**src/hdl/pcc_pkg.sv**
```systemverilog
// package: register map, field positions and sizes for the pwm cycle / comparator clear block
package pcc_pkg;
    localparam int unsigned ADDR_W        = 12;
    // printed offsets are not multiples of four: they are indices, byte address = 4 * index
    localparam logic [11:0] IDX_CLR_CTRL  = 12'h00CE;
    localparam logic [11:0] IDX_PWM_CFG   = 12'h00F7;
    localparam logic [11:0] IDX_VALUE0    = 12'h0100;
    localparam logic [11:0] IDX_IRQ_STAT  = 12'h0110;
    localparam logic [11:0] IDX_IRQ_MASK  = 12'h0111;
    localparam logic [11:0] IDX_MODE      = 12'h0112;
    localparam logic [11:0] IDX_STATUS    = 12'h0113;
    localparam int unsigned NUM_CH        = 3;
    // pwm_cycle_config fields
    localparam int unsigned CFG_BANK_BIT  = 7;
    localparam int unsigned CFG_IEN_BIT   = 6;
    localparam int unsigned CFG_FLAG_BIT  = 5;
    localparam logic [7:0]  CFG_WR_MASK   = 8'h00E3;
    // comparator_clear_control fields
    localparam int unsigned CLR_POL_BIT   = 7;
    localparam logic [7:0]  CLR_RESET     = 8'h0000;
    localparam logic [7:0]  CFG_RESET     = 8'h0000;
    // mode register fields: per channel g, [g]=pwm enable, [4+g]=wide pwm enable
    localparam int unsigned MODE_PWM_OFS  = 0;
    localparam int unsigned MODE_WIDE_OFS = 4;
    localparam int unsigned BASE_BITS     = 8;
    localparam logic [1:0]  RESP_OKAY     = 2'b00;
    localparam logic [1:0]  RESP_SLVERR   = 2'b10;
    // interrupt status bits
    localparam int unsigned EV_OVF        = 0;
    localparam int unsigned EV_CLR        = 1;
    localparam int unsigned NUM_EV        = 2;
    typedef enum logic [0:0] {PCC_BANK_CAPCMP, PCC_BANK_RELOAD} pcc_bank_t;
endpackage : pcc_pkg

```
**src/hdl/pcc_clear_unit.sv**
```systemverilog
// comparator-driven clear of channel outputs
`timescale 1ns/10ps
module pcc_clear_unit #(
    parameter int unsigned NUM_CH = 3
) (
    input  wire logic              clk,
    input  wire logic              srst,
    input  wire logic              cmp_result,
    input  wire logic              polarity,
    input  wire logic [NUM_CH-1:0] enable,
    output logic      [NUM_CH-1:0] clear_pulse,
    output logic                   edge_seen
);
    logic cmp_q;
    logic rise;
    logic fall;

    always_ff @(posedge clk) begin
        if (srst) begin
            cmp_q <= 1'b0;
        end else begin
            cmp_q <= cmp_result;
        end
    end

    assign rise = cmp_result & ~cmp_q;
    assign fall = ~cmp_result & cmp_q;
    // polarity 0 clears on going low, 1 on going high
    assign edge_seen = polarity ? rise : fall;

    genvar g;
    generate
        for (g = 0; g < NUM_CH; g++) begin : g_ch
            assign clear_pulse[g] = edge_seen & enable[g];
        end
    endgenerate
endmodule : pcc_clear_unit

```
**src/hdl/pcc_top.sv**
```systemverilog
// pwm cycle configuration and comparator clear with axi4-lite registers
//
// The AXI4-Lite register port was left to the implementer.
`timescale 1ns/10ps
// What this block does
// - bank select 0 steers value-register accesses to capture/compare, 1 to auto-reload.
// - auto-reload value used only for 9, 10 and 11-bit pwm channels.
// - overflow interrupt requested while flag set and enable is one.
// - flag sets on counter overflow out of bit chosen by cycle length.
// - software may set the flag; hardware never clears it.
// - cycle length codes 00..11 give 8..11 bit cycles for non-wide pwm.
// - wide 16-bit pwm channels ignore cycle length select.
// - clear polarity chooses falling (0) or rising (1) comparator edge.
// - enable bits 2..0 turn on comparator clearing per channel.
// - config bits 4..2 read zero and ignore writes.
// - wide mode bit selects 16-bit pwm when pwm enabled.
module pcc_top #(
    parameter int unsigned NUM_CH = pcc_pkg::NUM_CH
) (
    input  wire logic                       CLK,
    input  wire logic                       SRST,
    input  wire logic [pcc_pkg::ADDR_W+1:0] S_AXI_AWADDR,
    input  wire logic                       S_AXI_AWVALID,
    output logic                            S_AXI_AWREADY,
    input  wire logic [31:0]                S_AXI_WDATA,
    input  wire logic [3:0]                 S_AXI_WSTRB,
    input  wire logic                       S_AXI_WVALID,
    output logic                            S_AXI_WREADY,
    output logic [1:0]                      S_AXI_BRESP,
    output logic                            S_AXI_BVALID,
    input  wire logic                       S_AXI_BREADY,
    input  wire logic [pcc_pkg::ADDR_W+1:0] S_AXI_ARADDR,
    input  wire logic                       S_AXI_ARVALID,
    output logic                            S_AXI_ARREADY,
    output logic [31:0]                     S_AXI_RDATA,
    output logic [1:0]                      S_AXI_RRESP,
    output logic                            S_AXI_RVALID,
    input  wire logic                       S_AXI_RREADY,
    input  wire logic [15:0]                COUNTER_VALUE,
    input  wire logic                       COUNTER_TICK,
    input  wire logic                       CMP_RESULT,
    output logic [NUM_CH-1:0]               CHANNEL_CLEAR,
    output logic [NUM_CH-1:0]               CHANNEL_RELOAD_USE,
    output logic [NUM_CH*16-1:0]            CAPCMP_VALUE,
    output logic [NUM_CH*16-1:0]            RELOAD_VALUE,
    output logic [1:0]                      CYCLE_BITS_SEL,
    output logic                            IRQ
);
    localparam int unsigned AW = pcc_pkg::ADDR_W;

    logic [7:0]               clr_q;
    logic [7:0]               cfg_q;
    logic [7:0]               mode_q;
    logic [15:0]              capcmp_q [NUM_CH];
    logic [15:0]              reload_q [NUM_CH];
    logic [pcc_pkg::NUM_EV-1:0] stat_q;
    logic [pcc_pkg::NUM_EV-1:0] mask_q;
    logic [AW-1:0]            aw_idx_q;
    logic                     aw_have_q;
    logic [31:0]              wd_q;
    logic [3:0]               ws_q;
    logic                     w_have_q;
    logic                     bvalid_q;
    logic [1:0]               bresp_q;
    logic                     rvalid_q;
    logic [31:0]              rdata_q;
    logic [1:0]               rresp_q;
    logic                     wr_go;
    logic                     ovf_ev;
    logic                     clr_edge;
    logic [NUM_CH-1:0]        clr_pulse;
    logic [15:0]              cnt_prev_q;
    logic [3:0]               watch_bit;
    pcc_pkg::pcc_bank_t       bank;

    // index of a byte address; the two low address bits are ignored
    function automatic logic [AW-1:0] to_idx(input logic [AW+1:0] a);
        to_idx = a[AW+1:2];
    endfunction : to_idx

    // decode: channel number if the index hits a value register, else NUM_CH
    function automatic int unsigned value_ch(input logic [AW-1:0] idx);
        value_ch = NUM_CH;
        for (int unsigned i = 0; i < NUM_CH; i++) begin
            if (idx == pcc_pkg::IDX_VALUE0 + AW'(i)) begin
                value_ch = i;
            end
        end
    endfunction : value_ch

    function automatic logic is_mapped(input logic [AW-1:0] idx);
        is_mapped = (idx == pcc_pkg::IDX_CLR_CTRL) || (idx == pcc_pkg::IDX_PWM_CFG)
                 || (idx == pcc_pkg::IDX_IRQ_STAT) || (idx == pcc_pkg::IDX_IRQ_MASK)
                 || (idx == pcc_pkg::IDX_MODE) || (idx == pcc_pkg::IDX_STATUS)
                 || (value_ch(idx) < NUM_CH);
    endfunction : is_mapped

    assign bank = pcc_pkg::pcc_bank_t'(cfg_q[pcc_pkg::CFG_BANK_BIT]);

    // ---------------- write path: address and data taken in either order
    assign S_AXI_AWREADY = ~aw_have_q & ~bvalid_q;
    assign S_AXI_WREADY  = ~w_have_q & ~bvalid_q;
    assign wr_go         = aw_have_q & w_have_q & ~bvalid_q;

    always_ff @(posedge CLK) begin
        if (SRST) begin
            aw_have_q <= 1'b0;
            aw_idx_q  <= '0;
        end else if (S_AXI_AWVALID && S_AXI_AWREADY) begin
            aw_have_q <= 1'b1;
            aw_idx_q  <= to_idx(S_AXI_AWADDR);
        end else if (wr_go) begin
            aw_have_q <= 1'b0;
        end
    end

    always_ff @(posedge CLK) begin
        if (SRST) begin
            w_have_q <= 1'b0;
            wd_q     <= '0;
            ws_q     <= '0;
        end else if (S_AXI_WVALID && S_AXI_WREADY) begin
            w_have_q <= 1'b1;
            wd_q     <= S_AXI_WDATA;
            ws_q     <= S_AXI_WSTRB;
        end else if (wr_go) begin
            w_have_q <= 1'b0;
        end
    end

    always_ff @(posedge CLK) begin
        if (SRST) begin
            bvalid_q <= 1'b0;
            bresp_q  <= pcc_pkg::RESP_OKAY;
        end else if (wr_go) begin
            bvalid_q <= 1'b1;
            bresp_q  <= is_mapped(aw_idx_q) ? pcc_pkg::RESP_OKAY : pcc_pkg::RESP_SLVERR;
        end else if (S_AXI_BREADY) begin
            bvalid_q <= 1'b0;
        end
    end
    assign S_AXI_BVALID = bvalid_q;
    assign S_AXI_BRESP  = bresp_q;

    // ---------------- configuration registers
    always_ff @(posedge CLK) begin
        if (SRST) begin
            clr_q <= pcc_pkg::CLR_RESET;
        end else if (wr_go && ws_q[0] && aw_idx_q == pcc_pkg::IDX_CLR_CTRL) begin
            clr_q <= wd_q[7:0];
        end
    end

    // cycle overflow flag: hardware only sets, software writes set or clear; set wins
    always_ff @(posedge CLK) begin
        if (SRST) begin
            cfg_q <= pcc_pkg::CFG_RESET;
        end else begin
            if (wr_go && ws_q[0] && aw_idx_q == pcc_pkg::IDX_PWM_CFG) begin
                cfg_q <= wd_q[7:0] & pcc_pkg::CFG_WR_MASK;
            end
            if (ovf_ev) begin
                cfg_q[pcc_pkg::CFG_FLAG_BIT] <= 1'b1;
            end
        end
    end

    always_ff @(posedge CLK) begin
        if (SRST) begin
            mode_q <= '0;
        end else if (wr_go && ws_q[0] && aw_idx_q == pcc_pkg::IDX_MODE) begin
            mode_q <= wd_q[7:0];
        end
    end

    // value registers: same address, bank chosen by the select bit
    always_ff @(posedge CLK) begin
        if (SRST) begin
            for (int unsigned i = 0; i < NUM_CH; i++) begin
                capcmp_q[i] <= '0;
                reload_q[i] <= '0;
            end
        end else if (wr_go && value_ch(aw_idx_q) < NUM_CH) begin
            for (int unsigned i = 0; i < NUM_CH; i++) begin
                if (value_ch(aw_idx_q) == i) begin
                    for (int unsigned b = 0; b < 2; b++) begin
                        if (ws_q[b]) begin
                            if (bank == pcc_pkg::PCC_BANK_RELOAD) begin
                                reload_q[i][b*8 +: 8] <= wd_q[b*8 +: 8];
                            end else begin
                                capcmp_q[i][b*8 +: 8] <= wd_q[b*8 +: 8];
                            end
                        end
                    end
                end
            end
        end
    end

    // ---------------- cycle overflow detection
    // overflow out of bit n shows as that counter bit falling on a counter step
    assign watch_bit = 4'(pcc_pkg::BASE_BITS - 1) + {2'b00, cfg_q[1:0]};

    always_ff @(posedge CLK) begin
        if (SRST) begin
            cnt_prev_q <= '0;
        end else if (COUNTER_TICK) begin
            cnt_prev_q <= COUNTER_VALUE;
        end
    end
    // sampling only on ticks keeps a stalled counter from faking an edge
    assign ovf_ev = COUNTER_TICK & cnt_prev_q[watch_bit] & ~COUNTER_VALUE[watch_bit];

    // ---------------- comparator clear
    pcc_clear_unit #(
        .NUM_CH(NUM_CH)
    ) u_clear (
        .clk        (CLK),
        .srst       (SRST),
        .cmp_result (CMP_RESULT),
        .polarity   (clr_q[pcc_pkg::CLR_POL_BIT]),
        .enable     (clr_q[NUM_CH-1:0]),
        .clear_pulse(clr_pulse),
        .edge_seen  (clr_edge)
    );

    always_ff @(posedge CLK) begin
        if (SRST) begin
            CHANNEL_CLEAR <= '0;
        end else begin
            CHANNEL_CLEAR <= clr_pulse;
        end
    end

    // ---------------- per-channel mode outputs
    genvar g;
    generate
        for (g = 0; g < NUM_CH; g++) begin : g_out
            logic pwm_on;
            logic wide;
            assign pwm_on = mode_q[pcc_pkg::MODE_PWM_OFS + g];
            assign wide   = pwm_on & mode_q[pcc_pkg::MODE_WIDE_OFS + g];
            // reload only for 9..11 bit pwm; wide channels ignore cycle length
            always_ff @(posedge CLK) begin
                if (SRST) begin
                    CHANNEL_RELOAD_USE[g] <= 1'b0;
                end else begin
                    CHANNEL_RELOAD_USE[g] <= pwm_on & ~wide & (cfg_q[1:0] != 2'b00);
                end
            end
            always_ff @(posedge CLK) begin
                if (SRST) begin
                    CAPCMP_VALUE[g*16 +: 16] <= '0;
                    RELOAD_VALUE[g*16 +: 16] <= '0;
                end else begin
                    CAPCMP_VALUE[g*16 +: 16] <= capcmp_q[g];
                    RELOAD_VALUE[g*16 +: 16] <= reload_q[g];
                end
            end
        end
    endgenerate

    always_ff @(posedge CLK) begin
        if (SRST) begin
            CYCLE_BITS_SEL <= '0;
        end else begin
            CYCLE_BITS_SEL <= cfg_q[1:0];
        end
    end

    // ---------------- interrupt status, write one to clear, set wins
    always_ff @(posedge CLK) begin
        if (SRST) begin
            stat_q <= '0;
        end else begin
            for (int unsigned e = 0; e < pcc_pkg::NUM_EV; e++) begin
                if (wr_go && ws_q[0] && aw_idx_q == pcc_pkg::IDX_IRQ_STAT && wd_q[e]) begin
                    stat_q[e] <= 1'b0;
                end
            end
            if (ovf_ev) begin
                stat_q[pcc_pkg::EV_OVF] <= 1'b1;
            end
            if (clr_edge && |clr_q[NUM_CH-1:0]) begin
                stat_q[pcc_pkg::EV_CLR] <= 1'b1;
            end
        end
    end

    always_ff @(posedge CLK) begin
        if (SRST) begin
            mask_q <= '0;
        end else if (wr_go && ws_q[0] && aw_idx_q == pcc_pkg::IDX_IRQ_MASK) begin
            mask_q <= wd_q[pcc_pkg::NUM_EV-1:0];
        end
    end

    // level request while the flag stands and its enable is set
    assign IRQ = (cfg_q[pcc_pkg::CFG_FLAG_BIT] & cfg_q[pcc_pkg::CFG_IEN_BIT])
               | |(stat_q & mask_q);

    // ---------------- read path, one cycle after address
    assign S_AXI_ARREADY = ~rvalid_q;

    always_ff @(posedge CLK) begin
        if (SRST) begin
            rvalid_q <= 1'b0;
            rdata_q  <= '0;
            rresp_q  <= pcc_pkg::RESP_OKAY;
        end else if (S_AXI_ARVALID && S_AXI_ARREADY) begin
            logic [AW-1:0] idx;
            int unsigned   ch;
            idx      = to_idx(S_AXI_ARADDR);
            ch       = value_ch(idx);
            rvalid_q <= 1'b1;
            rresp_q  <= is_mapped(idx) ? pcc_pkg::RESP_OKAY : pcc_pkg::RESP_SLVERR;
            rdata_q  <= '0;
            if (idx == pcc_pkg::IDX_CLR_CTRL) begin
                rdata_q <= {24'h00_0000, clr_q};
            end else if (idx == pcc_pkg::IDX_PWM_CFG) begin
                rdata_q <= {24'h00_0000, cfg_q};
            end else if (idx == pcc_pkg::IDX_IRQ_STAT) begin
                rdata_q <= 32'(stat_q);
            end else if (idx == pcc_pkg::IDX_IRQ_MASK) begin
                rdata_q <= 32'(mask_q);
            end else if (idx == pcc_pkg::IDX_MODE) begin
                rdata_q <= {24'h00_0000, mode_q};
            end else if (idx == pcc_pkg::IDX_STATUS) begin
                rdata_q <= {30'h0000_0000, CMP_RESULT, IRQ};
            end else if (ch < NUM_CH) begin
                rdata_q <= (bank == pcc_pkg::PCC_BANK_RELOAD) ? 32'(reload_q[ch])
                                                              : 32'(capcmp_q[ch]);
            end
        end else if (S_AXI_RREADY) begin
            rvalid_q <= 1'b0;
        end
    end
    assign S_AXI_RVALID = rvalid_q;
    assign S_AXI_RDATA  = rdata_q;
    assign S_AXI_RRESP  = rresp_q;
endmodule : pcc_top

```
**config.mk**
```make
export PLATFORM = sky130hd
export DESIGN_NAME = pcc_top
export DESIGN_NICKNAME = d
export VERILOG_FILES = /design/src/hdl/pcc_pkg.sv /design/src/hdl/pcc_clear_unit.sv /design/src/hdl/pcc_top.sv
export SDC_FILE = /design/constraint.sdc
export NUM_CORES = 1
export LEC_CHECK = 0
export BUFFER_PORTS_ARGS = -buffer_cell sky130_fd_sc_hd__buf_2
export CAP_MARGIN = 20
export CELL_PAD_IN_SITES_DETAIL_PLACEMENT = 1
export CELL_PAD_IN_SITES_GLOBAL_PLACEMENT = 1
export CORE_MARGIN = 4
export CORE_UTILIZATION = 45
export DETAILED_ROUTE_END_ITERATION = 12
export GPL_ROUTABILITY_DRIVEN = 0
export HOLD_SLACK_MARGIN = 0.05
export PLACE_DENSITY = 0.94
export SLEW_MARGIN = 0
export SYNTH_ARGS = -nofsm -noshare
export SYNTH_HDL_FRONTEND = slang
export SYNTH_HIERARCHICAL = 1
export SYNTH_SLANG_ARGS = --single-unit
export TNS_END_PERCENT = 10
```
**constraint.sdc**
```tcl
create_clock -name CLK -period 5.98 [get_ports CLK]
set_clock_uncertainty 0.05 [all_clocks]
set_input_delay 0.897 -clock CLK [delete_from_list [all_inputs] [get_ports CLK]]
set_output_delay 0.897 -clock CLK [all_outputs]
set_load 0.005 [all_outputs]
```
**After elaboration in Yosys (flattened, before gate mapping)**

Memories as Yosys holds them, arrays and structs flattened. A register that Yosys moved wholly into a read port is not among the register bits.
Index checks and enable logic that the tools add are counted.

- Muxes and demuxes: 109
- Add/sub/neg operators: 1
- Reductions and logical operators: 36
- $lt $le $gt $ge: 4
- Bitwise operators: 45
- Eq/ne operators: 20

Operators with widths:

| cell | number |
|---|---|
| 2-to-1 mux 32 bit | 10 |
| == test 12 x 9 -> 1 bit, second input constant | 14 |
| 2-to-1 mux 16 bit | 8 |
| less-than comparator 32 x 2 -> 1 bit, second input constant | 3 |
| 2-to-1 mux 8 bit | 12 |
| 2-to-1 mux 1 bit | 71 |
| == test 12 x 8 -> 1 bit, second input constant | 4 |
| == test 32 x 1 -> 1 bit, second input constant | 1 |
| == test 32 x 2 -> 1 bit, second input constant | 1 |
| zero test 32 bit | 1 |
| bitwise AND 1 bit | 21 |
| nonzero test 2 bit | 8 |
| logical AND 1 bit | 13 |
| bitwise OR 1 bit | 13 |
| logical OR 1 bit | 12 |
| 2-to-1 mux 2 bit | 5 |
| NOT 1 bit | 10 |
| binary-select mux 1 bit (select 4 bit) | 2 |
| 2-to-1 mux 6 bit | 1 |
| less-than comparator 4 x 5 -> 1 bit, second input constant | 1 |
| adder 3 x 2 -> 4 bit, first input constant | 1 |
| OR reduction 3 bit | 1 |
| bitwise AND 2 bit | 1 |
| OR reduction 2 bit | 1 |

- Bits in registers: 120
- Logic and storage cells: 241
- Memories: 2
- RAM bits: 96
- Output and inout bits: 146
- Input bits: 89

Memory list:

| memory | words | width | read ports | clocked after memory_dff | wr ports | line | RTL |
|---|---|---|---|---|---|---|---|
| capcmp_q | 3 | 16 | 4 | 3 | 3 | pcc_top.sv:54 | `logic [15:0] capcmp_q [NUM_CH];` |
| reload_q | 3 | 16 | 4 | 3 | 3 | pcc_top.sv:55 | `logic [15:0] reload_q [NUM_CH];` |

**Depth between registers and ports, before layout**

- Depth in word-level cells: 15
- Gate-level depth with buffers: 7
- Depth with buffers taken out: 5

**Hierarchy**

The synthesis kept the hierarchy.

Modules (own cells, without submodules):

| module | cells an instance | area an instance (um^2) | sequential area each (um^2) | times used |
|---|---|---|---|---|
| pcc_top | 951 | 10757.8 | 6666.4 | 1 |
| pcc_clear_unit | 14 | 120.1 | 20.0 | 1 |

**Worst setup path after synthesis**

No wires, ideal clock.

- Path kind: input -> register
- Start: input port S_AXI_ARADDR[8] (netlist bit)
- End: register rdata_q[14] (netlist: S_AXI_RDATA[14])
- Slack: 3.162 ns
- Setup time: 0.120 ns
- Stages on the path: 7
- Buffers on the path: 2
- Data required time: 5.810 ns
- Data arrival time: 2.648 ns
- Path through: or4b_4 > or4_4 > buf_6 > buf_12 > a221oi_2 > nor3_1 > a211o_1

- Word-level cells in the longest chain between the ends: 15
- Elaborated cells on any way between the ends: 25
- Classes of those cells: order compare (1); eq/ne (9); mux (13); memory (2)

RTL lines:

| element | line | RTL |
|---|---|---|
| start, declared | pcc_top.sv:32 | `input wire logic [pcc_pkg::ADDR_W+1:0] S_AXI_ARADDR,` |
| branches (longest 14 deep; another with less-than comparator 32 x 2 -> 1 bit) | - |  |
| 2-to-1 mux 16 bit (*) | pcc_top.sv:318 | `if (idx == pcc_pkg::IDX_CLR_CTRL) begin` |
| end signal, assigned | pcc_top.sv:319 | `rdata_q <= {24'h00_0000, clr_q};` |
| end signal, assigned | pcc_top.sv:321 | `rdata_q <= {24'h00_0000, cfg_q};` |
| end signal, assigned | pcc_top.sv:323 | `rdata_q <= 32'(stat_q);` |
| end, declared | pcc_top.sv:66 | `logic [31:0] rdata_q;` |

Mark *: on every way between the ends. The select of a mux whose other input is x is not followed.
A chain may end at the register's enable or synchronous reset.

==> results.sh <==
export IMPL_cts_setup_buffers=0
export IMPL_most_common_layout_cells="190 x dfxtp_1, 189 x buf_2, 112 x nor2b_1"
export IMPL_clock_sinks=286
export IMPL_cpLargestDelayFamily="buffers and inverters"
export IMPL_cts_repair_resized=0
export IMPL_dieWidth_um=163
export IMPL_instances_no_fill=1485
export IMPL_p_per_area_nw_per_um2=337
export IMPL_critPathKind="input port to flip-flop"
export IMPL_cts_buffers=29
export IMPL_pre_cts_slack_ns=2.06
export IMPL_netlist_area_um2=10900
export IMPL_clk_latency_ns=0.57
export IMPL_cts_hold_fix_buffers=0
export IMPL_flow_area_growth_from_synthesis_pct=20.4
export IMPL_start_util_pct=46.1
export IMPL_worst_pin_slew_ns=1.07
export IMPL_drtIter0Drc=662
export IMPL_leakage_nw=5.45
export IMPL_port_buffers=186
export IMPL_wirelength_um=33800
export IMPL_coreArea_um2=23600
export IMPL_synth_distinct_cells=70
export IMPL_vias=8232
export IMPL_std_cell_rows=56
export IMPL_root_buffer="clkbuf_16"
export IMPL_nNetsFinal=1233
export IMPL_final_core_util_pct=55.5
export IMPL_num_antenna_cells=0
export IMPL_required_ns=6.23
export IMPL_cpMaxStageDelayCell="buf_4"
export IMPL_ys_ff_latch=286
export IMPL_clk_pin_slew_ns=0.06
export IMPL_hold_viol_final=0
export IMPL_cp_end_kind="flip-flop"
export IMPL_crit_path_start_kind="input port"
export IMPL_finalCriticalPeriod_ns=3.20
export IMPL_ys_seq_area_share_pct=61.5
export IMPL_grt_setup_unrepaired="false"
export IMPL_syn_inst=965
export IMPL_tritoncts="done"
export IMPL_htreeDepth=1
export IMPL_postLayoutCellArea_um2=13100
export IMPL_cp_arrival_ns=3.46
export IMPL_setup_ws_ns=2.78
export IMPL_hp_class="flip-flop to flip-flop"
export IMPL_maxCapViolCount=0
export IMPL_maxSlewHeadroom_pct=28.6
export IMPL_max_freq_mhz=312
export IMPL_grt_max_degree=94
export IMPL_post_dp_cell_area_um2=12000
export IMPL_final_max_slew_violation_count=0
export IMPL_cpPeakStageDelay_ns=0.72
export IMPL_clockBufferDepth=3
export IMPL_grt_pass1_wl_um=51800
export IMPL_die_area_um2=26700
export IMPL_syn_area_per_cell_um2=11.3
export IMPL_drc=0
export IMPL_antenna_found_initial=1
export IMPL_synth_warnings=6
export IMPL_fin_tns_setup_ns=0
export IMPL_first_pass_iters=5
export IMPL_die_y_um=163
export IMPL_cp_num_buf_inv=2
export IMPL_status="finished, final reports clean"
export IMPL_avgViaCountPerCell=5.54
export IMPL_async_flop_share_pct=0
export IMPL_gr_total_overflow=0
export IMPL_dp_hpwl_um=23100
export IMPL_synth_edf_count=96
export IMPL_yosys_most_used_dff="dfxtp_1"
export IMPL_fin_hold_ws_ns=0.412
export IMPL_power_mw=4.42
export IMPL_setup_viol=0
export IMPL_layout_commonest_cell="dfxtp_1"
export IMPL_grt_pass1_vias=8807
export IMPL_io_pins=235
export IMPL_gr_usage_all_layers_pct=24.8
export IMPL_wl_per_cell_um=22.8
export IMPL_placed_cells=1423
export IMPL_period_share_pct=53.6
export IMPL_drive_gt1_share_pct=24.9
export IMPL_path_cells="buf_4 -> inv_1 -> nand4_1 -> o21a_1 -> o32ai_2 -> and3_1"
export IMPL_drtAntennaViolNets=0
export IMPL_peakVddDrop_v=0.000239
export IMPL_path_max_fanout=91
==> worst paths after layout <==
path | depth (start not counted) | endpoint | slack (ns) | from
hold / removal | 1 | S_AXI_RDATA[8] | 0.41 | S_AXI_RDATA[8]
setup / recovery | 6 | reload_q[0][5] | 2.78 | SRST
setup reg to reg | 7 | capcmp_q[0][11] | 3.07 | aw_idx_q[9]
hold reg to reg | 1 | S_AXI_RDATA[8] | 0.41 | S_AXI_RDATA[8]
==> sequential cells by signal, indices dropped and copies added, names as in the netlist, 3 cells and up <==
signal,flops
CHANNEL_RELOAD_USE,3
cnt_prev_q,8
S_AXI_RDATA,16
capcmp_q,48
wd_q,16
cfg_q,5
aw_idx_q,12
CAPCMP_VALUE,48
clr_q,8
reload_q,48
CHANNEL_CLEAR,3
RELOAD_VALUE,48
mode_q,8
==> layout make-up <==
cell class	instances	area [um^2]
inverters	15	56.3
multi-input cells	606	3790
well taps	319	399
clock buffers	34	796
repair buffers	205	1060
fillers	2533	10500
flip-flops and latches	286	6690
clock inverters	20	299
==> cell usage after synthesis, types with 4 or more instances <==
cell type | n | area [um^2]
a21oi_1 | 46 | 230
a221oi_2 | 10 | 150
a211o_1 | 10 | 87.6
o21ai_0 | 29 | 145
inv_1 | 14 | 52.6
nor4b_1 | 4 | 35.0
buf_1 | 5 | 18.8
and2_1 | 35 | 219
clkbuf_1 | 43 | 161
mux2i_1 | 42 | 420
and3_1 | 17 | 106
o32ai_1 | 5 | 43.8
nand3_1 | 9 | 45.0
clkbuf_8 | 4 | 55.1
dfxtp_1 | 190 | 3800
nand4b_1 | 4 | 35.0
nor2b_1 | 112 | 701
nor4_1 | 6 | 37.5
mux4_2 | 4 | 90.1
nand2_1 | 86 | 323
a221oi_1 | 12 | 105
edfxtp_1 | 96 | 2880
buf_4 | 19 | 143
nor2_1 | 65 | 244
nand2b_1 | 9 | 56.3
nor3_1 | 20 | 100
nand4_1 | 6 | 37.5
==> cells by family (layout without fill, tap and decap cells) <==
kind of cell               Yosys count  count (layout)  synth area share [%]
and+or+nand+nor                    396             396                  19.8
buffers and inverters               90             274                  4.37
AOI/OAI and AO/OA                  142             142                  9.22
adders and majority gates            1               1                 0.115
other                                1              18                0.0345
DFF                                286             286                  61.5
muxes                               49              49                  5.00
==> worst register-to-register path: cells and delay by family (launching register included) <==
kind	cells	cell delay, ns
DFF	1	0.32
buffers and inverters	2	0.57
and+or+nand+nor	4	1.24
AOI/OAI and AO/OA	1	0.43
==> power breakdown <==
group          switching, mW  internal, mW  leakage (nW)  total [mW]
combinational          0.144        0.0856          2.36       0.229
sequential            0.0580          2.07          2.55        2.13
clock                  0.795          1.26         0.539        2.05
==> metal layers <==
layer / part of all wire [%] / track usage (%) / wire length [um]
met5: 0.024 / 0 / 8
met4: 3.1 / 7.85 / 1060
met3: 8.0 / 5.22 / 2710
met2: 50 / 44.0 / 17000
met1: 39 / 30.3 / 13100
No activity file was read; power rests on OpenSTA's default activity.
